## src/rtl/pss_regs.vh

```
// Timing constants for the enable / power-good sequencer.
// Assumes a single core clock; every delay is counted in 1 ms ticks.
// Overview of operation
// - While the synchronised enable request is high or floating, main stays off; standby ignores it.
// - Main is regulated no sooner than 5 ms and no later than 400 ms after the request goes low.
// - After the request is released, main is switched off within 5 ms.
// - After the request is released, power-good drops within 5 ms (the looser reading allows 50 ms).
// - Power-good asserts 100 ms to 500 ms after all outputs reach regulation (1000 ms looser limit).
// - Power-good falls at least 1 ms before the main rail leaves regulation at shutdown; on a latch-off the code drops main one clock cycle after it.
// - Power-good stays low at least 100 ms in any off/on cycle before it rises again.
// - At AC turn-on main reaches regulation 50 ms to 1000 ms after standby is regulated.
// - Standby is regulated no later than 1500 ms after AC is applied.
// - With the request held active, all outputs are regulated within 3000 ms of AC.
// - On AC loss power-good stays high at least 12 ms while outputs last at least 13 ms.
// - Power-good is high only while all outputs are regulated and falls on undervoltage, fault or long AC loss.
// - The power-good delay does not run while the main output is in current limit.
// - Main ramps from 10 percent to regulation in 5-70 ms and standby in 1-25 ms.
// - A protection latch-off clears after the request is high for 1 s or AC is gone for 15 s.
`ifndef PSS_REGS_VH
`define PSS_REGS_VH

// Clock and tick periods
`define PSS_CLK_PERIOD_NS      5
`define PSS_TICK_PERIOD_NS     1000000

// Delays in milliseconds (ticks)
`define PSS_REQ_TO_REG_MIN_MS  5
`define PSS_REQ_TO_REG_MAX_MS  400
`define PSS_GOOD_ASSERT_MS     100
`define PSS_GOOD_LOW_MIN_MS    100
`define PSS_SB_TO_MAIN_MIN_MS  50
`define PSS_SB_REG_MAX_MS      1500
`define PSS_HOLDUP_MS          12
`define PSS_LATCH_HIGH_MS      1000
`define PSS_LATCH_ACOFF_MS     15000
// Two ticks guarantee at least 1 ms whatever the tick phase
`define PSS_DROP_LEAD_TICKS    2

// Timer width, holds the longest count above
`define PSS_TIMER_W            14

`endif

```

## src/rtl/pss_ms_timer.v

```verilog
// Saturating millisecond counter advanced by a shared tick.
// Assumes tick is a one-cycle pulse in the core clock domain.
`default_nettype none

module pss_ms_timer #(
    parameter W = 14
) (
    // Clock and reset
    input  wire         core_clk,
    input  wire         rst_b,
    // Control
    input  wire         tick,
    input  wire         clear,
    input  wire         run,
    // Elapsed ticks
    output reg  [W-1:0] count_q
);

    wire [W-1:0] count_max = {W{1'b1}};

    // Clear wins; saturate so a long wait never wraps to a short one
    always @(posedge core_clk or negedge rst_b) begin
        if (!rst_b) begin
            count_q <= {W{1'b0}};
        end else if (clear) begin
            count_q <= {W{1'b0}};
        end else if (run && tick && count_q != count_max) begin
            count_q <= count_q + {{(W-1){1'b0}}, 1'b1};
        end
    end

endmodule // pss_ms_timer

`default_nettype wire

```

## src/rtl/pss_sequencer.v

```verilog
// Enable / power-good sequencer of a redundant power module.
// Assumes rail sense and fault inputs are synchronous to core_clk;
// only the host enable request is treated as asynchronous.
`include "pss_regs.vh"
`default_nettype none

module pss_sequencer #(
    parameter TICK_CYCLES = `PSS_TICK_PERIOD_NS / `PSS_CLK_PERIOD_NS,
    parameter TW          = `PSS_TIMER_W
) (
    // Clock and reset
    input  wire core_clk,
    input  wire rst_b,
    // Host enable request, active low, pulled high when open
    input  wire enable_req_b,
    // Power stage sense
    input  wire ac_present,
    input  wire standby_rail_good,
    input  wire main_rail_good,
    input  wire main_curr_limit,
    input  wire prot_trip,
    input  wire internal_fail,
    // Rail enables
    output reg  standby_rail_en,
    output reg  main_rail_en,
    // Open-drain power-good pin
    input  wire outputs_good_alias_in,
    output wire outputs_good_alias_out,
    output wire outputs_good_alias_oe,
    // Status
    output reg  seq_fault,
    output reg  latched_off
);

    localparam S_NOAC      = 3'd0;
    localparam S_SB_RAMP   = 3'd1;
    localparam S_SB_ON     = 3'd2;
    localparam S_MAIN_RAMP = 3'd3;
    localparam S_MAIN_ON   = 3'd4;
    localparam S_DRAIN     = 3'd5;
    localparam S_LATCH     = 3'd6;

    localparam PW = $clog2(TICK_CYCLES + 1);
    // Full-width copy so the narrowing to PW bits is explicit
    localparam [31:0]   TICK_LAST_W = TICK_CYCLES - 1;
    localparam [PW-1:0] TICK_LAST   = TICK_LAST_W[PW-1:0];

    reg  [PW-1:0] pre_q;
    reg           tick_q;
    reg           en_meta_q;
    reg           en_sync_q;
    reg  [2:0]    state_q;
    reg  [2:0]    state_d;
    reg           good_q;
    reg           good_d;
    reg           latch_d;
    reg           seq_fault_d;
    wire          req;
    wire          pg_run;
    wire [TW-1:0] req_ms;
    wire [TW-1:0] hi_ms;
    wire [TW-1:0] ac_ms;
    wire [TW-1:0] sb_ms;
    wire [TW-1:0] low_ms;
    wire [TW-1:0] st_ms;
    wire [TW-1:0] pg_ms;

    // Fixed millisecond tick shared by all timers
    always @(posedge core_clk or negedge rst_b) begin
        if (!rst_b) begin
            pre_q  <= {PW{1'b0}};
            tick_q <= 1'b0;
        end else begin
            tick_q <= (pre_q == TICK_LAST);
            pre_q  <= (pre_q == TICK_LAST) ? {PW{1'b0}}
                                           : pre_q + {{(PW-1){1'b0}}, 1'b1};
        end
    end

    // Two-stage synchroniser; resets to "off" like an open pin
    always @(posedge core_clk or negedge rst_b) begin
        if (!rst_b) begin
            en_meta_q <= 1'b1;
            en_sync_q <= 1'b1;
        end else begin
            en_meta_q <= enable_req_b;
            en_sync_q <= en_meta_q;
        end
    end

    assign req = ~en_sync_q;

    // Good delay only runs while regulated and out of current limit
    assign pg_run = (state_q == S_MAIN_ON) && main_rail_good
                    && !main_curr_limit;

    // Time since request went active
    pss_ms_timer #(.W(TW)) u_req_tmr (
        .core_clk (core_clk),
        .rst_b    (rst_b),
        .tick     (tick_q),
        .clear    (~req),
        .run      (req),
        .count_q  (req_ms)
    );

    // Time the request has been held high
    pss_ms_timer #(.W(TW)) u_hi_tmr (
        .core_clk (core_clk),
        .rst_b    (rst_b),
        .tick     (tick_q),
        .clear    (req),
        .run      (~req),
        .count_q  (hi_ms)
    );

    // Time AC has been absent
    pss_ms_timer #(.W(TW)) u_ac_tmr (
        .core_clk (core_clk),
        .rst_b    (rst_b),
        .tick     (tick_q),
        .clear    (ac_present),
        .run      (~ac_present),
        .count_q  (ac_ms)
    );

    // Time standby has been regulated
    pss_ms_timer #(.W(TW)) u_sb_tmr (
        .core_clk (core_clk),
        .rst_b    (rst_b),
        .tick     (tick_q),
        .clear    (~standby_rail_good),
        .run      (standby_rail_good),
        .count_q  (sb_ms)
    );

    // Time power-good has been low; restarts on every drop
    pss_ms_timer #(.W(TW)) u_low_tmr (
        .core_clk (core_clk),
        .rst_b    (rst_b),
        .tick     (tick_q),
        .clear    (good_q),
        .run      (~good_q),
        .count_q  (low_ms)
    );

    // Time spent in the current state
    pss_ms_timer #(.W(TW)) u_st_tmr (
        .core_clk (core_clk),
        .rst_b    (rst_b),
        .tick     (tick_q),
        .clear    (state_d != state_q),
        .run      (1'b1),
        .count_q  (st_ms)
    );

    // Power-good assertion delay
    pss_ms_timer #(.W(TW)) u_pg_tmr (
        .core_clk (core_clk),
        .rst_b    (rst_b),
        .tick     (tick_q),
        .clear    (~pg_run),
        .run      (pg_run),
        .count_q  (pg_ms)
    );

    // Sequencing decisions
    always @* begin
        state_d     = state_q;
        good_d      = good_q;
        seq_fault_d = seq_fault;
        // Latch clears on a long high request or long AC loss
        latch_d     = latched_off && !(hi_ms >= `PSS_LATCH_HIGH_MS
                      || ac_ms >= `PSS_LATCH_ACOFF_MS);
        case (state_q)
            S_NOAC: begin
                good_d = 1'b0;
                if (ac_present) begin
                    state_d     = S_SB_RAMP;
                    seq_fault_d = 1'b0;
                end
            end
            S_SB_RAMP: begin
                if (!ac_present) begin
                    state_d = S_NOAC;
                end else if (standby_rail_good) begin
                    state_d = S_SB_ON;
                end else if (st_ms >= `PSS_SB_REG_MAX_MS) begin
                    seq_fault_d = 1'b1;
                end
            end
            S_SB_ON: begin
                // Main waits for both request and standby settle time
                if (!ac_present) begin
                    state_d = S_NOAC;
                end else if (req && !latched_off && standby_rail_good
                             && req_ms >= `PSS_REQ_TO_REG_MIN_MS
                             && sb_ms >= `PSS_SB_TO_MAIN_MIN_MS) begin
                    state_d = S_MAIN_RAMP;
                end
            end
            S_MAIN_RAMP: begin
                if (prot_trip || internal_fail) begin
                    state_d = S_LATCH;
                    latch_d = 1'b1;
                end else if (!req || !ac_present) begin
                    state_d = S_DRAIN;
                end else if (main_rail_good) begin
                    state_d = S_MAIN_ON;
                end else if (st_ms >= `PSS_REQ_TO_REG_MAX_MS) begin
                    state_d     = S_LATCH;
                    latch_d     = 1'b1;
                    seq_fault_d = 1'b1;
                end
            end
            S_MAIN_ON: begin
                if (prot_trip || internal_fail || !main_rail_good
                    || !standby_rail_good) begin
                    state_d = S_LATCH;
                    latch_d = 1'b1;
                    good_d  = 1'b0;
                end else if (!req || ac_ms >= `PSS_HOLDUP_MS) begin
                    state_d = S_DRAIN;
                    good_d  = 1'b0;
                end else if (pg_ms >= `PSS_GOOD_ASSERT_MS
                             && low_ms >= `PSS_GOOD_LOW_MIN_MS) begin
                    good_d = 1'b1;
                end
            end
            S_DRAIN: begin
                // Main held on for the lead time after good fell
                good_d = 1'b0;
                if (st_ms >= `PSS_DROP_LEAD_TICKS) begin
                    state_d = ac_present ? S_SB_ON : S_NOAC;
                end
            end
            S_LATCH: begin
                // One cycle with good low before main is dropped
                good_d  = 1'b0;
                state_d = ac_present ? S_SB_ON : S_NOAC;
            end
            default: begin
                state_d = S_NOAC;
                good_d  = 1'b0;
            end
        endcase
    end

    // State and output registers; rail enables follow the state one cycle late
    always @(posedge core_clk or negedge rst_b) begin
        if (!rst_b) begin
            state_q         <= S_NOAC;
            good_q          <= 1'b0;
            latched_off     <= 1'b0;
            seq_fault       <= 1'b0;
            standby_rail_en <= 1'b0;
            main_rail_en    <= 1'b0;
        end else begin
            state_q         <= state_d;
            good_q          <= good_d;
            latched_off     <= latch_d;
            seq_fault       <= seq_fault_d;
            standby_rail_en <= (state_q != S_NOAC);
            main_rail_en    <= (state_q == S_MAIN_RAMP)
                            || (state_q == S_MAIN_ON)
                            || (state_q == S_DRAIN);
        end
    end

    // Open drain: pull low unless good; the pin's pull-up gives the high
    assign outputs_good_alias_out = 1'b0;
    assign outputs_good_alias_oe  = ~good_q;

endmodule // pss_sequencer

`default_nettype wire

```

## config.mk

```make
export PLATFORM = sky130hd
export DESIGN_NAME = pss_sequencer
export DESIGN_NICKNAME = d
export VERILOG_FILES = /design/src/rtl/pss_ms_timer.v /design/src/rtl/pss_sequencer.v
export VERILOG_INCLUDE_DIRS = /design/src /design/src/rtl
export SDC_FILE = /design/constraint.sdc
export NUM_CORES = 1
export LEC_CHECK = 0
export BUFFER_PORTS_ARGS = -buffer_cell sky130_fd_sc_hd__buf_2
export CAP_MARGIN = 20
export CORE_ASPECT_RATIO = 1.25
export CORE_MARGIN = 10
export CORE_UTILIZATION = 63
export CTS_CLUSTER_DIAMETER = 50
export DETAILED_ROUTE_END_ITERATION = 7
export GPL_TIMING_DRIVEN = 0
export MAX_ROUTING_LAYER = met4
export PLACE_DENSITY = 0.83
export SYNTH_ARGS = -nofsm -noshare
export SYNTH_HDL_FRONTEND = slang
export SYNTH_SLANG_ARGS = --single-unit
```

## constraint.sdc

```tcl
create_clock -name core_clk -period 3 [get_ports core_clk]
set_clock_uncertainty 0.05 [all_clocks]
set_input_delay 0.45 -clock core_clk [delete_from_list [all_inputs] [get_ports core_clk]]
set_output_delay 0.45 -clock core_clk [all_outputs]
set_load 0.05 [all_outputs]
```

==> flow_summary.json, run 1 <==
{
  "antenna_left": 0,
  "root_buffer": "clkbuf_16",
  "clockBufferDepth": 2,
  "synth_area_um2": 6920,
  "worstSetupPathType": "reg2reg",
  "synth_enable_flop_cells": 0,
  "dr.first_iter.drc_count": 453,
  "synthArstFlopShare_pct": 100,
  "htree_num_levels": 4,
  "cap_violations": 0,
  "synth.distinct_cells": 70,
  "avgSynthCellArea_um2": 9.55,
  "p_leak_nw": 3.33,
  "grt_antenna_before_repair": 2,
  "worst_setup_path_start_kind": "register",
  "final_nets": 785,
  "initial_core_util_pct": 64.9,
  "vias": 5557,
  "num_rows": 42,
  "synthTopCellsByArea": "dfrtp_1 45%, xnor2_1 7.0%, nor2_1 5.6%",
  "wl_met2_um": 7850,
  "required_ns": 3.24,
  "drive_above_1_share_pct": 11.5,
  "core_area_um2": 10700,
  "hold_path_class": "in2reg",
  "powerDensity_nw_per_um2": 594,
  "io_pins": 16,
  "yosysTopAreaCellShare_pct": 45.2,
  "cts_tree": "yes",
  "cts-resized-gates": 0,
  "overflow": 0,
  "synth_common_cells": "125 x dfrtp_1, 104 x nor2_1, 55 x xnor2_1",
  "grt_setup_unrepaired": "no",
  "viasPerCell": 6.13,
  "grt_pass1_wl_um": 25900,
  "synth_top_cell_by_area": "dfrtp_1",
  "netlist_instances": 725,
  "max_freq_ghz": 0.410,
  "outcome": "finished clean",
  "wire_per_inst_um": 16.8,
  "die_y_um": 137,
  "synthFlopType": "dfrtp_1",
  "stdcell_area_um2": 7860,
  "cts.clk_slew.worst_paths_ns": 0.06,
  "maxSlewViolCount": 0,
  "grt_start_max_net_pins": 91,
  "wl_met3_um": 814,
  "multi_input_area_um2": 3530,
  "worst_pin_slew_ns": 0.678,
  "drt-total-wl_um": 15200,
  "dpl.hpwl_um": 10200,
  "area.growth.synth_to_final_pct": 13.5,
  "cts_post_setup_buffers_inserted": 0,
  "grt_pass1_vias": 5547,
  "fin_cells": 906,
  "peakVddDrop_v": 0.000459,
  "syn_nets": 751,
  "worstPathArrival_ns": 2.68,
  "grt_use_total_pct": 21.0,
  "insertion_delay_ns": 0.42,
  "cp-end-kind": "register",
  "place_inst": 871,
  "ys_seq_area_share_pct": 45.9,
  "n_fill_cell": 729,
  "drt-met1-wl_um": 6180,
  "postPlaceCellArea_um2": 7190,
  "numPortBuffers": 13,
  "cts_buffers": 17,
  "cts_num_sinks": 127,
  "top_layer": "met4",
  "routabilityCongestion": 0.934,
  "place_ws_ns": 0.610,
  "regArea_um2": 3180,
  "synth-seq-cells": 127,
  "die_w_um": 114,
  "ys_warn_count": 0,
  "cp_max_fo": 10,
  "drtPass1Iterations": 6,
  "drc": 0,
  "hold_viol_final": 0,
  "slew_headroom_pct": 54.7,
  "setup-violations-final": 0,
  "period_share_pct": 81.3,
  "final.min_clock_period_ns": 2.44,
  "setup_ws_ns": 0.562,
  "yosysMostFrequentCell": "dfrtp_1",
  "die_area_um2": 15600
}
==> cells in the final DEF (no fill, tap or decap), types with 3 or more instances in the layout <==
cell type	n
nor3_2	13
nor2_1	104
and2_1	19
buf_6	3
ha_1	16
xor2_1	38
a21oi_1	21
o31ai_1	3
xnor2_1	55
clkinv_4	4
nor2b_1	6
inv_1	27
o21ai_1	6
nand3_1	43
nand2_1	51
clkbuf_1	14
o211ai_1	6
nor3_1	24
bufinv_16	5
dfrtp_1	125
mux2i_1	3
and4_1	11
clkbuf_16	17
or3_1	10
and3_1	17
nand4_1	22
o21ai_0	11
nor4_1	16
buf_2	15
a211oi_1	4
a31oi_1	6
==> flip-flops by register name (all words and copies together) (netlist names), 3 cells and up <==
signal / count
u_pg_tmr.count_q: 14
state_q: 3
u_hi_tmr.count_q: 14
u_sb_tmr.count_q: 14
pre_q: 18
u_low_tmr.count_q: 14
u_st_tmr.count_q: 14
u_ac_tmr.count_q: 14
u_req_tmr.count_q: 14
==> path summary, 6_finish.rpt <==
path	depth (start not counted)	start	end	slack, ns
max in group asynchronous	3	rst_b	u_hi_tmr.count_q[4]	1.69
setup reg to reg	6	tick_q	u_req_tmr.count_q[13]	0.56
hold reg to reg	0	en_meta_q	en_sync_q	0.31
hold / removal	1	enable_req_b	en_meta_q	0.07
min in group asynchronous	2	rst_b	u_hi_tmr.count_q[7]	0.45
setup / recovery	6	tick_q	u_req_tmr.count_q[13]	0.56
==> per-stage QoR <==
stage               power [mW]  hold slack (ns)  setup TNS (ns)  utilization, %
finish                    4.66           0.0740               0            73.6
global route              4.82           0.0625               0            73.6
CTS                       4.68           0.0631               0            73.6
detailed placement        2.42            0.297               0            67.4
global placement          2.40            0.296          -15.48            67.1
floorplan                 2.25            0.104               0               -
==> report_power, final <==
group | internal, mW | switching [mW] | total [mW]
registers | 1.75 | 0.0212 | 1.77
clock network | 1.50 | 0.763 | 2.26
logic | 0.190 | 0.444 | 0.634
==> critical path, cell delays in order, from the launching register on <==
cell and delay, ns:
dfrtp_1 0.43, clkbuf_1 0.50, inv_2 0.27, nor3b_1 0.64, nand4_1 0.19, xor2_1 0.17, nor2_1 0.05
==> routing by layer <==
layer	vias to the layer above	GRT usage, %
met4	0	9.25
met3	38	5.35
met5	-	-
met2	193	35.0
met1	2730	23.3
li1	2596	-
==> kinds of logic (layout without fill, tap and decap cells) <==
logic type | after synthesis | in the layout | synth area share (%)
other cells | 1 | 3 | 0.0542
flops | 127 | 127 | 45.9
simple gates | 358 | 358 | 27.9
xor+xnor | 93 | 93 | 11.8
buf+inv | 49 | 96 | 3.09
compound gates | 77 | 77 | 7.72
fa+ha+maj | 16 | 16 | 2.89
mux | 4 | 4 | 0.633
==> cell type report <==
type	count	share of cell area, %
Buffer	20	1.31
Clock buffer	19	5.64
Inverter	29	1.42
Sequential cell	127	40.5
Tap cell	132	2.10
Antenna cell	2	0.0637
Multi-Input combinational cell	549	44.9
Timing Repair Buffer	15	1.39
Clock inverter	13	2.69
==> repair_timing <==
| item | CTS | global route |
|---|---|---|
| hold buffers | 1 | 0 |
| hold endpoints to repair | 35 | 0 |
| setup endpoints to repair | 0 | 0 |
Power figures use the tool's default switching activity.
==> run 2, diff against run 1 <==
CORE_UTILIZATION = 57   (was 63)
PLACE_DENSITY = 0.8   (was 0.83)
clock period = 2.2 ns   (was 3 ns; I/O delays follow)
==> run 2 against run 1 <==
  * Largest cell class unchanged
  * Core utilization fell by 4.9 points
  * The flow now finishes with violations (setup timing)
  * Largest power group unchanged
  * Combinational power is 55% higher
  * Register-to-register slack got worse by 0.59 ns
==> flow_summary.json, run 2 (synthesis gave the netlist of run 1 again) <==
{
  "fin_cells": 947,
  "violations": "setup timing",
  "cap_violations": 0,
  "top_register": "pre_q",
  "grt_start_max_net_pins": 91,
  "antenna_left": 0,
  "outcome": "finished with violations",
  "dr.first_iter.drc_count": 517,
  "maxSlewViolCount": 0,
  "num_rows": 44,
  "peakVddDrop_v": 0.000482,
  "grt_setup_unrepaired": "yes",
  "worstPathArrival_ns": 2.47,
  "viasPerCell": 5.78,
  "insertion_delay_ns": 0.42,
  "place_ws_ns": -0.210,
  "slew_headroom_pct": 60.8,
  "vias": 5471,
  "final_common_cell": "dfrtp_1",
  "grt_pass1_wl_um": 24900,
  "wire_per_inst_um": 15.8,
  "core_area_um2": 11800,
  "cts_num_sinks": 127,
  "stdcell_area_um2": 8090,
  "initial_core_util_pct": 58.8,
  "crit_buf_inv": 1,
  "numPortBuffers": 13,
  "die_w_um": 119,
  "crit_family": "simple AND/OR/NAND/NOR gates",
  "htree_num_levels": 4,
  "final_cell_mix": "120 x dfrtp_1, 104 x nor2_1, 55 x xnor2_1, 51 x nand2_1, 41 x nand3_1",
  "final_nets": 799,
  "setup_ws_ns": -0.0258,
  "worst_path_max_delay_cell": "dfrtp_2",
  "hold_path_class": "in2reg",
  "final.min_clock_period_ns": 2.23,
  "finalSetupTns_ns": -0.153,
  "worst_pin_slew_ns": 0.582,
  "place_inst": 900,
  "grt_antenna_before_repair": 2,
  "crit_chain": "nor4_2 > and4_4 > o211ai_4 > nor4b_4 > mux2i_4 > buf_6 > nor3_2",
  "required_ns": 2.44,
  "cts_buffers": 17,
  "max_stage_delay_ns": 0.42,
  "cp_max_fo": 5,
  "hold_viol_final": 0,
  "cts.clk_slew.worst_paths_ns": 0.06,
  "die_y_um": 143,
  "max_freq_ghz": 0.449,
  "powerDensity_nw_per_um2": 776,
  "dpl.hpwl_um": 9940,
  "area.growth.synth_to_final_pct": 16.9,
  "largest_reg_flops": 18,
  "overflow": 0,
  "cp-end-kind": "register",
  "grt_pass1_vias": 5349,
  "cts_tree": "yes",
  "root_buffer": "clkbuf_16",
  "worstSetupPathType": "reg2reg",
  "p_leak_nw": 3.41,
  "worst_setup_path_start_kind": "register",
  "io_pins": 16,
  "die_area_um2": 17000,
  "routabilityCongestion": 0.932,
  "n_fill_cell": 892,
  "drt-total-wl_um": 14900,
  "grt_use_total_pct": 18.2,
  "postPlaceCellArea_um2": 7220,
  "drive_above_1_share_pct": 15.7,
  "clockBufferDepth": 2,
  "drc": 0,
  "setup-violations-final": 13,
  "drtPass1Iterations": 6,
  "period_share_pct": 101
}
-- run 2: cell count changes in the layout (fill, tap and decap cells not counted), moves of 3 or more --
| cell | before | now |
|---|---|---|
| buf_4 | 1 | 13 |
| dfrtp_1 | 125 | 120 |
| dfrtp_2 | 0 | 5 |
| nor4_1 | 16 | 11 |
| clkbuf_2 | 0 | 4 |
| clkbuf_8 | 1 | 5 |
| clkinv_4 | 4 | 0 |
| nor4_2 | 1 | 5 |
| clkbuf_1 | 14 | 11 |
-- run 2: layout make-up --
cell class	count	area [um^2]	share of cell area, %
multi-input cells	549	3650	45.2
flip-flops and latches	127	3190	39.4
clock buffers	24	502	6.20
repair buffers	29	220	2.72
well taps	161	201	2.49
inverters	29	111	1.38
plain buffers	20	108	1.33
clock inverters	6	105	1.30
diodes	2	5.00	0.0618
-- run 2: timing repair --
item                                    in CTS  in global routing
setup buffers                                4                  8
pin swaps                                    6                 13
endpoints found under the hold margin       38                  0
endpoints found under the setup margin      19                 22
hold buffers                                 2                  0
gates cloned                                 1                  0
resized for setup                           14                 21
-- run 2: tightest hold or removal path, stage by stage --
cell and delay, ns:
buf_2 0.09, nand3b_1 0.21, a21oi_1 0.06
-- run 2: power breakdown --
group | internal, mW | total (mW) | switching (mW)
Combinational | 0.355 | 0.985 | 0.630
Clock | 1.91 | 2.87 | 0.960
Sequential | 2.38 | 2.42 | 0.0361
-- run 2: through the flow --
step | power [mW] | util (%) | hold slack [ns]
finish | 6.28 | 68.7 | 0.259
global route | 6.50 | 68.7 | 0.278
CTS | 6.28 | 67.5 | 0.256
detailed placement | 3.30 | 61.3 | 0.204
global placement | 3.26 | 61.0 | 0.296
floorplan | 3.07 | - | -0.0156
-- run 2: worst paths after layout --
kind	startpoint	end	slack, ns	depth (start not counted)
setup / recovery	u_ac_tmr.count_q[11]	u_st_tmr.count_q[12]	-0.03	7
hold / removal	main_curr_limit	u_pg_tmr.count_q[13]	0.26	3
setup reg to reg	u_ac_tmr.count_q[11]	u_st_tmr.count_q[12]	-0.03	7
hold reg to reg	en_meta_q	en_sync_q	0.30	0
max in group asynchronous	rst_b	u_ac_tmr.count_q[7]	1.01	3
min in group asynchronous	rst_b	u_sb_tmr.count_q[9]	0.34	2
-- run 2: metal layers --
| metal | global-route usage (%) | up-vias | routed length [um] |
|---|---|---|---|
| met5 | - | - | 0 |
| met4 | 7.66 | 0 | 289 |
| met3 | 4.26 | 26 | 680 |
| met2 | 31.6 | 126 | 7780 |
| met1 | 19.7 | 2693 | 6180 |
| li1 | - | 2626 | - |
==> run 3, diff against run 2 <==
BUFFER_PORTS_ARGS = -buffer_cell sky130_fd_sc_hd__buf_4   (was -buffer_cell sky130_fd_sc_hd__buf_2)
==> run 3 against run 2 <==
  * The flow still finishes with violations (setup timing)
  * Routed wire length up 1.3%
  * Critical endpoint unchanged
  * Worst setup slack worse by 0.063 ns
  * Via count up 0.90%
  * Cell count down 0.32%
  * Global-route usage up 0.61 points
  * Sequential share of layout area about the same
  * Clock-buffer cell count down 4
  * Combinational power about the same
==> flow_summary.json, run 3 (synthesis gave the netlist of run 1 again) <==
{
  "dpl.hpwl_um": 10000,
  "rr_endpoint": "u_st_tmr.count_q[12]",
  "drt-total-wl_um": 15100,
  "period_share_pct": 104,
  "p_int_mw": 4.69,
  "worstHoldStart": "main_curr_limit",
  "final_common_cell": "dfrtp_1",
  "routabilityCongestion": 0.941,
  "grt_pass1_vias": 5634,
  "regArea_um2": 3190,
  "hold_path_depth": 3,
  "wire_per_inst_um": 16.0,
  "viasPerCell": 5.85,
  "numPortBuffers": 13,
  "grt_setup_unrepaired": "yes",
  "combPwrFrac_pct": 15.8,
  "drive_above_1_share_pct": 15.3,
  "crit_buf_inv": 1,
  "top_layer": "met4",
  "crit_chain": "nor4_2 > and4_4 > o211ai_4 > nor4b_4 > mux2i_4 > buf_6 > nor3_2",
  "cp-end-kind": "register",
  "final_nets": 796,
  "cap_violations": 0,
  "worstSetupPathType": "reg2reg",
  "grt_start_max_net_pins": 90,
  "overflow": 0,
  "largest_reg_flops": 18,
  "outcome": "finished with violations",
  "antenna_left": 0,
  "dr.first_iter.drc_count": 396,
  "setup-violations-final": 14,
  "worst_hold_path.endpoint": "u_pg_tmr.count_q[11]",
  "insertion_delay_ns": 0.42,
  "max_freq_ghz": 0.437,
  "violations": "setup timing",
  "p_leak_nw": 3.41,
  "grt_pass1_wl_um": 25900,
  "multi_input_area_um2": 3640,
  "cp_max_fo": 6,
  "worst_path_max_delay_cell": "dfrtp_2",
  "drtPass1Iterations": 5,
  "r2r_setup_slack_ns": -0.09,
  "cts_num_sinks": 127,
  "wl_met3_um": 637,
  "grt_antenna_before_repair": 0,
  "setup_ws_ns": -0.0886,
  "n_fill_cell": 867,
  "final_cell_mix": "119 x dfrtp_1, 104 x nor2_1, 55 x xnor2_1, 51 x nand2_1, 42 x nand3_1",
  "die_w_um": 119,
  "initial_core_util_pct": 58.8,
  "fin_cells": 944,
  "final.min_clock_period_ns": 2.29,
  "hold_viol_final": 0,
  "place_inst": 900,
  "vias": 5520,
  "slew_headroom_pct": 62.6,
  "cts.clk_slew.worst_paths_ns": 0.06,
  "clockBufferDepth": 2,
  "top_register": "pre_q",
  "worst_pin_slew_ns": 0.556,
  "required_ns": 2.44,
  "num_rows": 44,
  "pwr-share-clk_pct": 46.1,
  "drc": 0,
  "maxSlewViolCount": 0,
  "area.growth.synth_to_final_pct": 17.1,
  "crit_family": "simple AND/OR/NAND/NOR gates",
  "p_sw_share_pct": 26.2,
  "max_stage_delay_ns": 0.44,
  "wl_met2_um": 7740,
  "worst_setup_path_start_kind": "register",
  "switchingPower_mw": 1.66,
  "cts_tree": "yes",
  "core_area_um2": 11800,
  "htree_num_levels": 4,
  "drt-met1-wl_um": 6340,
  "cts_buffers": 17,
  "rr_worst_depth": 7,
  "worstPathArrival_ns": 2.53,
  "seqPwrFrac_pct": 38.1,
  "io_pins": 16,
  "hold_path_class": "in2reg",
  "peakVddDrop_v": 0.000509,
  "finalSetupTns_ns": -1.04,
  "r2r_start": "u_ac_tmr.count_q[7]",
  "antenna_cells": 0,
  "die_y_um": 143,
  "powerDensity_nw_per_um2": 784,
  "grt_use_total_pct": 18.8,
  "die_area_um2": 17000,
  "root_buffer": "clkbuf_16"
}
==> run 3: changes by cell type in the layout (fill, tap and decap cells not counted), sizes merged <==
cell,change
buf,-3
bufinv,+1
clkbuf,-4
clkinv,+3
clkinvlp,+2
diode,-2
==> run 3: layout make-up <==
cell class	instances	area share, %
inverter	29	1.37
multi-input combinational	549	45.0
tap	161	2.49
timing repair buffer	26	2.86
clock buffer	20	5.63
clock inverter	12	2.04
sequential	127	39.3
buffer	20	1.31
==> run 3: power groups by stage <==
stage,clock network [mW],registers [mW],logic [mW]
2_1_floorplan,0,2.51,0.556
3_3_place_gp,0,2.45,0.829
3_5_place_dp,0,2.45,0.853
4_1_cts,2.98,2.41,0.960
5_1_grt,3.10,2.42,1.08
6_report,2.93,2.42,1.00
==> run 3: worst max path at each step <==
stage	start	endpoint	slack, ns	cells after the start
floorplan	u_ac_tmr.count_q[4]	u_st_tmr.count_q[10]	0.15	7
global placement	tick_q	u_req_tmr.count_q[13]	-0.14	6
detailed placement	u_sb_tmr.count_q[0]	u_st_tmr.count_q[5]	-0.19	9
CTS	u_ac_tmr.count_q[4]	u_st_tmr.count_q[5]	-0.003	7
global route	u_ac_tmr.count_q[7]	u_st_tmr.count_q[4]	-0.14	7
finish	u_ac_tmr.count_q[7]	u_st_tmr.count_q[12]	-0.09	7
==> run 3: layer usage <==
metal,GRT usage [%],vias to the layer above
met4,8.05,0
li1,-,2624
met3,4.89,42
met1,20.7,2727
met5,-,-
met2,31.8,127
==> run 3: metrics by stage <==
step           setup slack, ns  power [mW]  instance area [um^2]  util, %  hold WS [ns]
6_report               -0.0886        6.35                  8110     68.8         0.265
3_5_place_dp            -0.193        3.31                  7250     61.6         0.212
2_1_floorplan            0.145        3.07                  6920        -       -0.0156
3_3_place_gp            -0.140        3.28                  7220     61.3         0.297
5_1_grt                 -0.144        6.60                  8110     68.8         0.281
4_1_cts               -0.00331        6.36                  7980     67.7         0.251
==> run 3: repair_timing <==
item                                    CTS  global route
pin swaps                                 7            10
hold buffers                              2             0
buffers inserted                          5             4
endpoints found under the hold margin    37             0
gates cloned                              1             0
endpoints found under the setup margin   21            30
gates resized for setup                  11            21
==> run 3: worst register-to-register path, stage by stage, from the launching register on <==
cell	delay, ns
dfrtp_2	0.44
nor4_2	0.31
and4_4	0.30
o211ai_4	0.09
nor4b_4	0.37
mux2i_4	0.38
buf_6	0.18
nor3_2	0.05
